<file path="config.mk">
export PLATFORM = sky130hd
export DESIGN_NAME = eoc_top
export DESIGN_NICKNAME = d
export VERILOG_FILES = /design/src/include/eoc_pkg.sv /design/src/hdl/eoc_ext_div.sv /design/src/hdl/eoc_top.sv
export VERILOG_INCLUDE_DIRS = /design/src /design/src/include
export SDC_FILE = /design/constraint.sdc
export NUM_CORES = 1
export LEC_CHECK = 0
export ABC_CLOCK_PERIOD_IN_PS = 1860
export BUFFER_PORTS_ARGS = -buffer_cell sky130_fd_sc_hd__buf_2
export CAP_MARGIN = 5
export CORE_ASPECT_RATIO = 0.9
export CORE_UTILIZATION = 51
export CTS_CLUSTER_DIAMETER = 50
export CTS_CLUSTER_SIZE = 28
export DETAILED_ROUTE_END_ITERATION = 12
export PLACE_DENSITY_LB_ADDON = 0.25
export SLEW_MARGIN = 5
export SYNTH_ARGS = -nofsm -noshare
export SYNTH_HDL_FRONTEND = slang
export SYNTH_SLANG_ARGS = --single-unit
</file>
<file path="constraint.sdc">
create_clock -name MCLK -period 1.86 [get_ports MCLK]
set_input_delay 0.465 -clock MCLK [delete_from_list [all_inputs] [get_ports MCLK]]
set_output_delay 0.465 -clock MCLK [all_outputs]
set_load 0.1 [all_outputs]
</file>
<file path="src/include/eoc_cfg.svh">
`ifndef EOC_CFG_SVH
`define EOC_CFG_SVH

// ****************************************************************
// Register offsets
// ****************************************************************
`define EOC_ADDR_CAL 8'hB3
// Offsets of the two added registers are arbitrary, free slots of the map
`define EOC_ADDR_XCTL 8'hC0
`define EOC_ADDR_CLKSEL 8'hC1

// ****************************************************************
// Field positions
// ****************************************************************
`define EOC_CAL_MSB 4
`define EOC_XCTL_VALID_BIT 7
`define EOC_XCTL_TYPE_MSB 6
`define EOC_XCTL_TYPE_LSB 4
`define EOC_XCTL_FREQ_MSB 2
`define EOC_XCTL_FREQ_LSB 0
`define EOC_CLKSEL_MSB 1

// ****************************************************************
// Reset values and codes
// ****************************************************************
`define EOC_CAL_RESET 5'h10
`define EOC_TYPE_RESET 3'h0
`define EOC_FREQ_RESET 3'h0
`define EOC_CLKSEL_RESET 2'h0
`define EOC_CLKSEL_EXT 2'h1
`define EOC_RD_NONE 8'h00

// ****************************************************************
// Timing counts
// ****************************************************************
`define EOC_DIV_LAST 3'h7

`endif

</file>
<file path="src/include/eoc_pkg.sv">
package eoc_pkg;

  // Decoded oscillator type
  typedef enum logic [1:0] {
    EOC_KIND_OFF = 2'b00,
    EOC_KIND_CMOS = 2'b01,
    EOC_KIND_RC = 2'b10,
    EOC_KIND_XTAL = 2'b11
  } eoc_kind_t;

  // Crystal start-up states
  typedef enum logic [1:0] {
    EOC_XS_IDLE = 2'b00,
    EOC_XS_WAIT = 2'b01,
    EOC_XS_VALID = 2'b10
  } eoc_xst_t;

  // Byte image of the external oscillator control register
  typedef struct packed {
    logic crystal_valid_flag;
    logic [2:0] ext_osc_type_select;
    logic spare;
    logic [2:0] ext_freq_control;
  } eoc_xctl_t;

  // Register access strobes with their data
  typedef struct packed {
    logic [7:0] addr;
    logic wr;
    logic rd;
    logic [7:0] wdata;
  } eoc_sfr_req_t;

  // Type field decode: 11x crystal, 10x RC or capacitor, 01x CMOS clock
  function automatic eoc_kind_t eoc_kind(input logic [2:0] type_sel);
    eoc_kind_t k;
    k = EOC_KIND_OFF;
    if (type_sel[2:1] == 2'b11) begin
      k = EOC_KIND_XTAL;
    end else if (type_sel[2:1] == 2'b10) begin
      k = EOC_KIND_RC;
    end else if (type_sel[2:1] == 2'b01) begin
      k = EOC_KIND_CMOS;
    end
    return k;
  endfunction : eoc_kind

endpackage : eoc_pkg

</file>
<file path="src/hdl/eoc_ext_div.sv">
`timescale 1ns/1ps
`include "eoc_cfg.svh"

module eoc_ext_div (
  // Clock and reset
  input wire logic clk,
  input wire logic rst_n,
  input wire logic ce,
  // Oscillator side
  input wire logic ext_clk_pin,
  input wire logic run,
  // Peripheral side
  output logic tick
);
  import eoc_pkg::*;

  logic s1_ff, s2_ff, s3_ff;
  logic level_ff;
  logic [2:0] cnt_ff;
  logic tick_ff;
  logic rise;

  // ****************************************************************
  // Three-stage capture of the external clock
  // ****************************************************************
  always_ff @(posedge clk or negedge rst_n) begin
    if (!rst_n) begin
      s1_ff <= 1'b0;
      s2_ff <= 1'b0;
      s3_ff <= 1'b0;
    end else if (ce) begin
      s1_ff <= ext_clk_pin;
      s2_ff <= s1_ff;
      s3_ff <= s2_ff;
    end
  end

  // A level is only taken once stages two and three agree
  always_ff @(posedge clk or negedge rst_n) begin
    if (!rst_n) begin
      level_ff <= 1'b0;
    end else if (ce && s2_ff == s3_ff) begin
      level_ff <= s3_ff;
    end
  end

  assign rise = (s2_ff == s3_ff) && s3_ff && !level_ff;

  // ****************************************************************
  // Divide by eight
  // ****************************************************************
  // divide by eight
  always_ff @(posedge clk or negedge rst_n) begin
    if (!rst_n) begin
      cnt_ff <= 3'h0;
    end else if (ce) begin
      if (!run) begin
        cnt_ff <= 3'h0;
      end else if (rise) begin
        cnt_ff <= cnt_ff + 3'h1;
      end
    end
  end

  // one-cycle enable
  // jitter up to one system cycle: the pulse lands on the third system edge after
  // the rise is first sampled, so no separate clock net reaches the peripherals
  always_ff @(posedge clk or negedge rst_n) begin
    if (!rst_n) begin
      tick_ff <= 1'b0;
    end else if (ce) begin
      tick_ff <= run && rise && (cnt_ff == `EOC_DIV_LAST);
    end
  end

  assign tick = tick_ff;

endmodule : eoc_ext_div

</file>
<file path="src/hdl/eoc_top.sv">
`timescale 1ns/1ps
`include "eoc_cfg.svh"
// What this block does
// Five-bit trim field in calibration bits four to zero sets oscillator period.
// Calibration contents are undefined while clock recovery runs; reads not guaranteed.
// Software selects oscillator type and frequency control for the attached source.
// Crystal or resonator mode claims pins P0.2 and P0.3 as oscillator pins.
// Capacitor, RC or CMOS mode claims only P0.3 as second oscillator pin.
// Software should make the crossbar skip pins claimed by the oscillator.
// Software sets oscillator pins analog, or digital input for CMOS clock.
// External oscillator divided by eight is offered to timers and counter array.
// External clock for peripherals must not exceed the system clock.
// Divided clock is synchronised to system clock with half-cycle jitter; the code allows up to one system cycle.
// Software enables crystal, waits 1 ms, polls valid flag, then switches.
// Type field 11x selects crystal mode, low bit ignored.
// Type field 10x selects RC oscillator mode, low bit ignored.
// Frequency control must match crystal; 12 MHz needs 111b.
// Hardware sets the crystal valid flag once the oscillator settles.
// System clock runs from external oscillator only when select holds 01b.
// Divided clock reaches peripherals as one-cycle enable after synchroniser.

module eoc_top (
  // Clock, reset, enable
  input wire logic MCLK,
  input wire logic RSTN,
  input wire logic CE,
  // Register access
  input wire eoc_pkg::eoc_sfr_req_t SFR_REQ,
  output logic [7:0] SFR_RDATA,
  // Oscillator circuit
  input wire logic EXT_OSC_CLK,
  input wire logic AMP_SETTLED,
  input wire logic CLOCK_RECOVERY_EN,
  // Oscillator controls
  output logic [4:0] OSCILLATOR_TRIM_FIELD,
  output logic [2:0] EXT_OSC_TYPE_SELECT,
  output logic [2:0] EXT_FREQ_CONTROL,
  output logic OSC_PIN_ONE_CLAIM,
  output logic OSC_PIN_TWO_CLAIM,
  // Clocking results
  output logic SYSCLK_FROM_EXT,
  output logic EXT_DIV8_TICK
);
  import eoc_pkg::*;

  logic [4:0] trim_ff;
  logic [2:0] type_ff;
  logic [2:0] freq_ff;
  logic [1:0] clksel_ff;
  logic [7:0] rdata_ff;
  logic pin_one_ff, pin_two_ff;
  logic sys_ext_ff;
  logic a1_ff, a2_ff, a3_ff;
  logic amp_ff;
  eoc_xst_t xst_ff, nxt_xst;
  eoc_kind_t kind;
  eoc_xctl_t xctl_img;
  logic wr_cal, wr_xctl, wr_clksel;
  logic div_tick;
  logic [7:0] nxt_rdata;

  assign wr_cal = SFR_REQ.wr && SFR_REQ.addr == `EOC_ADDR_CAL;
  assign wr_xctl = SFR_REQ.wr && SFR_REQ.addr == `EOC_ADDR_XCTL;
  assign wr_clksel = SFR_REQ.wr && SFR_REQ.addr == `EOC_ADDR_CLKSEL;

  // crystal decode
  // RC decode
  assign kind = eoc_kind(type_ff);

  // ****************************************************************
  // Software registers
  // ****************************************************************
  // trim field
  always_ff @(posedge MCLK or negedge RSTN) begin
    if (!RSTN) begin
      trim_ff <= `EOC_CAL_RESET;
    end else if (CE && wr_cal) begin
      trim_ff <= SFR_REQ.wdata[`EOC_CAL_MSB:0];
    end
  end

  // Type and frequency are what software programs for its source
  always_ff @(posedge MCLK or negedge RSTN) begin
    if (!RSTN) begin
      type_ff <= `EOC_TYPE_RESET;
      freq_ff <= `EOC_FREQ_RESET;
    end else if (CE && wr_xctl) begin
      type_ff <= SFR_REQ.wdata[`EOC_XCTL_TYPE_MSB:`EOC_XCTL_TYPE_LSB];
      freq_ff <= SFR_REQ.wdata[`EOC_XCTL_FREQ_MSB:`EOC_XCTL_FREQ_LSB];
    end
  end

  always_ff @(posedge MCLK or negedge RSTN) begin
    if (!RSTN) begin
      clksel_ff <= `EOC_CLKSEL_RESET;
    end else if (CE && wr_clksel) begin
      clksel_ff <= SFR_REQ.wdata[`EOC_CLKSEL_MSB:0];
    end
  end

  // external system clock
  always_ff @(posedge MCLK or negedge RSTN) begin
    if (!RSTN) begin
      sys_ext_ff <= 1'b0;
    end else if (CE) begin
      sys_ext_ff <= clksel_ff == `EOC_CLKSEL_EXT;
    end
  end

  // ****************************************************************
  // Pin ownership
  // ****************************************************************
  // crystal takes both
  // RC and CMOS modes second only, off mode neither
  always_ff @(posedge MCLK or negedge RSTN) begin
    if (!RSTN) begin
      pin_one_ff <= 1'b0;
      pin_two_ff <= 1'b0;
    end else if (CE) begin
      pin_one_ff <= kind == EOC_KIND_XTAL;
      pin_two_ff <= kind != EOC_KIND_OFF;
    end
  end

  // ****************************************************************
  // Crystal start-up
  // ****************************************************************
  // The settle detector is analog, so it is captured like any pin
  always_ff @(posedge MCLK or negedge RSTN) begin
    if (!RSTN) begin
      a1_ff <= 1'b0;
      a2_ff <= 1'b0;
      a3_ff <= 1'b0;
    end else if (CE) begin
      a1_ff <= AMP_SETTLED;
      a2_ff <= a1_ff;
      a3_ff <= a2_ff;
    end
  end

  always_ff @(posedge MCLK or negedge RSTN) begin
    if (!RSTN) begin
      amp_ff <= 1'b0;
    end else if (CE && a2_ff == a3_ff) begin
      amp_ff <= a3_ff;
    end
  end

  // valid on settle
  // Only leaving crystal mode clears the flag; settling in the same cycle
  // as a rewrite that keeps crystal mode still reaches the valid state
  always_comb begin
    nxt_xst = xst_ff;
    unique case (xst_ff)
      EOC_XS_IDLE: begin
        if (kind == EOC_KIND_XTAL) begin
          nxt_xst = EOC_XS_WAIT;
        end
      end
      EOC_XS_WAIT: begin
        if (kind != EOC_KIND_XTAL) begin
          nxt_xst = EOC_XS_IDLE;
        end else if (amp_ff) begin
          nxt_xst = EOC_XS_VALID;
        end
      end
      EOC_XS_VALID: begin
        if (kind != EOC_KIND_XTAL) begin
          nxt_xst = EOC_XS_IDLE;
        end
      end
      default: begin
        nxt_xst = EOC_XS_IDLE;
      end
    endcase
  end

  always_ff @(posedge MCLK or negedge RSTN) begin
    if (!RSTN) begin
      xst_ff <= EOC_XS_IDLE;
    end else if (CE) begin
      xst_ff <= nxt_xst;
    end
  end

  // ****************************************************************
  // Read path
  // ****************************************************************
  always_comb begin
    xctl_img.crystal_valid_flag = xst_ff == EOC_XS_VALID;
    xctl_img.ext_osc_type_select = type_ff;
    xctl_img.spare = 1'b0;
    xctl_img.ext_freq_control = freq_ff;
    nxt_rdata = `EOC_RD_NONE;
    if (SFR_REQ.addr == `EOC_ADDR_CAL) begin
      // undefined under recovery
      nxt_rdata = CLOCK_RECOVERY_EN ? `EOC_RD_NONE : {3'h0, trim_ff};
    end else if (SFR_REQ.addr == `EOC_ADDR_XCTL) begin
      nxt_rdata = xctl_img;
    end else if (SFR_REQ.addr == `EOC_ADDR_CLKSEL) begin
      nxt_rdata = {6'h00, clksel_ff};
    end
  end

  // Data is held until the next read so a slow core may sample late
  always_ff @(posedge MCLK or negedge RSTN) begin
    if (!RSTN) begin
      rdata_ff <= `EOC_RD_NONE;
    end else if (CE && SFR_REQ.rd) begin
      rdata_ff <= nxt_rdata;
    end
  end

  // ****************************************************************
  // Divided clock for timers and counter array
  // ****************************************************************
  // peripheral clock option
  eoc_ext_div i_eoc_ext_div (
    .clk(MCLK),
    .rst_n(RSTN),
    .ce(CE),
    .ext_clk_pin(EXT_OSC_CLK),
    .run(pin_two_ff),
    .tick(div_tick)
  );

  assign OSCILLATOR_TRIM_FIELD = trim_ff;
  assign EXT_OSC_TYPE_SELECT = type_ff;
  assign EXT_FREQ_CONTROL = freq_ff;
  assign OSC_PIN_ONE_CLAIM = pin_one_ff;
  assign OSC_PIN_TWO_CLAIM = pin_two_ff;
  assign SYSCLK_FROM_EXT = sys_ext_ff;
  assign EXT_DIV8_TICK = div_tick;
  assign SFR_RDATA = rdata_ff;

endmodule : eoc_top

</file>
Word level (Yosys, flattened, before mapping)
Cells that the tools add are included.

operators by class
  equal/unequal tests = 18
  reduce and logical (&&, ||, !) cells = 18
  $add $sub $neg = 1
  mux-type cells = 14

operator list
  cell                 count
  $eq 8x8->1 const B   3
  $mux 8               2
  $mux 2               7
  $logic_and 1x1->1    13
  $eq 2x2->1 const B   4
  $eq 2x1->1 const B   3
  $mux 3               2
  $pmux 2 s3           1
  $mux 5               1
  $ne 2x1->1 const B   2
  $ne 2x2->1 const B   2
  $reduce_and 4->1     1
  $add 3x1->3 const B  1
  $eq 3x3->1 const B   1
  $ne 3x3->1 const B   1
  $eq 1x1->1           2
  $logic_not 2->1      1
  $reduce_and 2->1     1
  $reduce_bool 2->1    1
  $logic_not 1->1      1
  $mux 1               1

storage, ports and cells
  register bits after elaboration = 38
  output and inout bits = 23
  input bits = 24
  word-level logic and storage cells = 70

Logic depth before layout (Yosys ltp)
  word-level depth = 7
  gate-level depth with buffers = 5
  gate-level depth less buffers = 5

Cells and area by module
From an unflattened synthesis, not the netlist that was laid out.

unflattened totals
  cell total of the unflattened synthesis = 133
  area total of the unflattened synthesis = 1739.2 µm²

by module, submodules not included
  module       cells each  area an instance (µm²)  times used  sequential area each (µm²)
  eoc_top      99          1318.8                  1           752.0
  eoc_ext_div  34          420.4                   1           200.2

Least setup slack after synthesis
No wires, ideal clock.

  path type = register to register
  start point = register type_ff[1] (netlist: EXT_OSC_TYPE_SELECT[1])
  end point = register xst_ff[0]
  library setup time = 0.083 ns
  path slack = 0.155 ns
  clock period less this slack = 1.705 ns
  arrival time = 1.622 ns
  path buffers = 0
  cell stages (with the launch flop) = 5
  required time = 1.777 ns
  cell sequence = dfrtp_1 nand2_1 or3_1 nand2b_1 o21ai_0

on the way
  cells in the longest elaborated chain, start to end = 7
  elaborated cells on any way between the ends = 14
  classes of those cells = eq/ne: 8; mux: 5; reduce/logical: 1

RTL lines
  what                                                      line                                            text
  start, declared                                           eoc_top.sv:47                                   logic [2:0] type_ff;
  start signal, assigned                                    eoc_top.sv:85                                   type_ff <= `EOC_TYPE_RESET;
  start signal, assigned                                    eoc_top.sv:88                                   type_ff <= SFR_REQ.wdata[`EOC_XCTL_TYPE_MSB:`EOC_XCTL_TYPE_LSB];
  $eq 2x1->1                                                eoc_pkg.sv:42                                   end else if (type_sel[2:1] == 2'b01) begin
  $mux 1                                                    eoc_pkg.sv:42
  $mux 2                                                    eoc_pkg.sv:40                                   end else if (type_sel[2:1] == 2'b10) begin
  $mux 2 *                                                  eoc_pkg.sv:38                                   if (type_sel[2:1] == 2'b11) begin
  $ne 2x2->1 or $eq 2x2->1 (tied branches)                  eoc_top.sv:161, eoc_top.sv:168, eoc_top.sv:156
  $ne 3x3->1 (no line), or another cell as far along        n/a
  $reduce_and 4->1 (no line) or $pmux 2 s3 (tied branches)  n/a
  end signal, assigned                                      eoc_top.sv:182                                  xst_ff <= nxt_xst;
  end, declared                                             eoc_top.sv:55                                   eoc_xst_t xst_ff, nxt_xst;

Every way passes the cells marked *; elsewhere a longest branch is shown, timed or not.
A chain may end at the register's enable or synchronous reset.

Worst setup path after layout
  start point = register trim_ff[4] (netlist: OSCILLATOR_TRIM_FIELD[4])
  end point = output OSCILLATOR_TRIM_FIELD[4]

RTL lines
  what                    line           text
  start, declared         eoc_top.sv:46  logic [4:0] trim_ff;
  start signal, assigned  eoc_top.sv:76  trim_ff <= `EOC_CAL_RESET;
  start signal, assigned  eoc_top.sv:78  trim_ff <= SFR_REQ.wdata[`EOC_CAL_MSB:0];
  end, declared           eoc_top.sv:35  output logic [4:0] OSCILLATOR_TRIM_FIELD,

No word-level cell between the ends.

==> flow_summary.yaml <==
run_status:
  status: "completed"
floorplanning:
  start_util_pct: 53.8
  row_count: 19
  die_area_sq_um: 3500
  die_h_um: 56.2
  fp.dieW_um: 62.2
  core_sq_um: 3090
  ioPinCount: 47
clock_network:
  cts_setup_buffers: 0
  worstSkewPairLatency_ps: 350
  clock-sinks: 38
  path_clk_slew_ps: 110
  max-clock-path-buffers: 2
  ctsHoldBuffers: 0
  cts_resized: 0
  tritoncts: "built"
  numCtsBuffers: 5
  clock_tree.root_cell: "clkbuf_4"
  cts.htree.levels: 2
timing:
  drv_slew: 0
  max_freq_mhz: 558
  rsz0062_at_grt: "no"
  worstMarginPinSlew_ps: 496
  slew_headroom_pct: 67.2
  setup_viol: 0
  fin_tns_setup_ps: 0
  post-route-period-util_pct: 96.3
  fin_worst_skew_ps: 8.11
  fin_ws_ps: 68.9
  finalHoldViolCount: 0
  min_period_ps: 1790
logic_synthesis:
  syn_area_sq_um: 1660
  synth_nets: 160
  synth-seq-area-share_pct: 57.2
  synthCells: 133
  synth_cell_types: 31
  synth.yosys.warnings: 0
  syn_area_per_cell_sq_um: 12.5
  ys_ff_latch: 38
worst_setup_path:
  critPathTopFamily: "flip-flops"
  critPathRequiredTime_ps: 1390
  cpPeakStageDelay_ps: 560
  r2r_start: "i_eoc_ext_div.s3_ff"
  cp_max_fo: 3
  path_buf_inv: 1
  arrival_ps: 1330
  reg2reg_to: "i_eoc_ext_div.cnt_ff[0]"
  path_cells: "buf_2"
  end_kind: "primary output"
  rr_worst_depth: 5
  regToRegSetupSlack_ps: 460
  crit_type: "flop to primary output"
  cp-start-kind: "flop"
  cp_slowest_cell: "dfstp_2"
layout:
  area_growth_pct: 25.2
  instances_no_fill: 235
  fillCellCount: 262
  nNetsFinal: 219
  antenna_cells: 0
  drive_above_1_share_pct: 46.1
route:
  wl_per_cell_um: 14.6
  vias_per_cell: 5.39
  drt_iter0_markers: 75
  totalWireLength_mm: 3.43
  route.detailed.drc: 0
  antenna_left: 0
  vias: 1267
  firstDrtPassIters: 4
global_route:
  overflow: 0
  grt.total_usage_pct: 21.9
  grt_max_degree: 39
  grt_pass1_wl_mm: 5.71
  antenna_found_initial: 0
  grt_pass1_vias: 1266
place:
  port_buffers: 45
  place_congestion: 0.779
  dp_slack_ps: -56.3
  dp.cells: 227
  dp_hpwl_mm: 2.60
power_and_ir_drop:
  power_leakage_nw: 1.08
  peakVddDrop_mv: 0.482
  power_density_nw_per_um2: 814
hold_path:
  hold_path.class: "primary input to asynchronous set/reset pin"
job:
  drv_cap: 0
[layout by cell type (no fill, tap or decap)]
master / n
a21o_1: 1
and2_1: 2
clkbuf_8: 3
buf_4: 10
mux2_2: 19
ha_1: 3
dfstp_2: 1
nor3_2: 1
o221ai_1: 2
a22o_1: 8
nand4_1: 2
nor4_4: 1
nand3b_1: 3
dfrtp_1: 37
and2b_2: 1
a32o_1: 1
nor2b_1: 1
a21oi_1: 2
or3_1: 1
nand2_1: 11
a221o_1: 2
nand3_1: 1
nand3_2: 1
nor3b_1: 1
nor2_1: 4
buf_2: 45
clkbuf_4: 5
nand2b_1: 3
or3b_4: 2
nor3_1: 2
a22oi_1: 2
o21ai_0: 9
inv_1: 6
[area by class of cell]
class	instances	area, sq um	share of cell area [%]
Inverter	6	22.5	1.08
Sequential cell	38	952	45.7
Tap cell	42	52.6	2.52
Clock buffer	8	78.8	3.78
Timing Repair Buffer	55	300	14.4
Multi-Input combinational cell	86	677	32.5
[report_power, final]
part	switching [mW]	total [mW]	internal [mW]
Clock	0.271	0.529	0.258
Sequential	0.0388	0.918	0.879
Combinational	0.156	0.247	0.0912
[how the worst max path moves through the flow]
stage                                        start  slack [ps]                       end  cells past startpoint
after floorplan             EXT_OSC_TYPE_SELECT[1]         160                 xst_ff[0]                      4
after global placement                 SFR_REQ[11]          -9       EXT_FREQ_CONTROL[1]                      5
after detailed placement               SFR_REQ[11]         -60       EXT_FREQ_CONTROL[2]                      5
after CTS                 OSCILLATOR_TRIM_FIELD[4]          60  OSCILLATOR_TRIM_FIELD[4]                      1
after global routing      OSCILLATOR_TRIM_FIELD[4]          30  OSCILLATOR_TRIM_FIELD[4]                      1
final                     OSCILLATOR_TRIM_FIELD[4]          70  OSCILLATOR_TRIM_FIELD[4]                      1
[sequential cells by signal, indices dropped and copies added, names as in the netlist]
signal                  cells
a1_ff                       1
a2_ff                       1
clksel_ff                   2
a3_ff                       1
i_eoc_ext_div.s3_ff         1
i_eoc_ext_div.s1_ff         1
amp_ff                      1
EXT_FREQ_CONTROL            3
SYSCLK_FROM_EXT             1
SFR_RDATA                   8
i_eoc_ext_div.cnt_ff        3
OSC_PIN_ONE_CLAIM           1
xst_ff                      2
OSCILLATOR_TRIM_FIELD       5
i_eoc_ext_div.level_ff      1
EXT_OSC_TYPE_SELECT         3
OSC_PIN_TWO_CLAIM           1
i_eoc_ext_div.s2_ff         1
i_eoc_ext_div.tick          1
[cell families (layout without fill, tap and decap cells)]
kind of cell | after synthesis | after routing | synth area share (%)
AND/OR/NAND/NOR | 37 | 37 | 13.8
multiplexers | 19 | 19 | 12.9
adder cells (fa/ha/maj) | 3 | 3 | 2.26
AO/OA/AOI/OAI | 27 | 27 | 11.7
flip-flops | 38 | 38 | 57.2
buffers and inverters | 9 | 69 | 2.11
[cell usage after synthesis]
library cell  count  share of area [%]
nand3_2           1               0.60
nor3_2            1               0.60
nand3_1           1               0.30
buf_2             1               0.30
o221ai_1          2                1.1
ha_1              3                2.3
a32o_1            1               0.60
nor2_1            4               0.90
a21o_1            1               0.45
nor3_1            2               0.60
and2b_2           1               0.53
clkbuf_1          2               0.45
inv_1             6                1.4
mux2_2           19                 13
a221o_1           2                1.2
or3_1             1               0.38
dfstp_2           1                1.6
and2_1            2               0.75
a21oi_1           2               0.60
nand3b_1          3                1.4
a22o_1            8                4.2
dfrtp_1          37                 56
nand4_1           2               0.75
nor2b_1           1               0.38
nand2b_1          3                1.1
nor4_4            1                1.3
a22oi_1           2               0.90
nand2_1          11                2.5
or3b_4            2                1.4
o21ai_0           9                2.7
nor3b_1           1               0.45
[layer usage]
layer	vias up	share of wire, %	track usage [%]
met5	-	0	0
met4	0	2.1	10.6
met3	10	4.2	5.74
met2	33	50	35.3
met1	620	44	27.4
li1	604	-	-
[stage by stage]
stage                     power, mW  util (%)  instance area [sq um]  hold WS [ps]
after floorplan                1.09         -                   1660           169
after global placement         1.16      64.9                   2000           460
after detailed placement       1.19      64.9                   2000           473
after CTS                      1.71      67.4                   2080           161
after global routing           1.77      67.4                   2080           184
final                          1.69      67.4                   2080           147
Note: power is estimated with default switching activity, not from simulation.
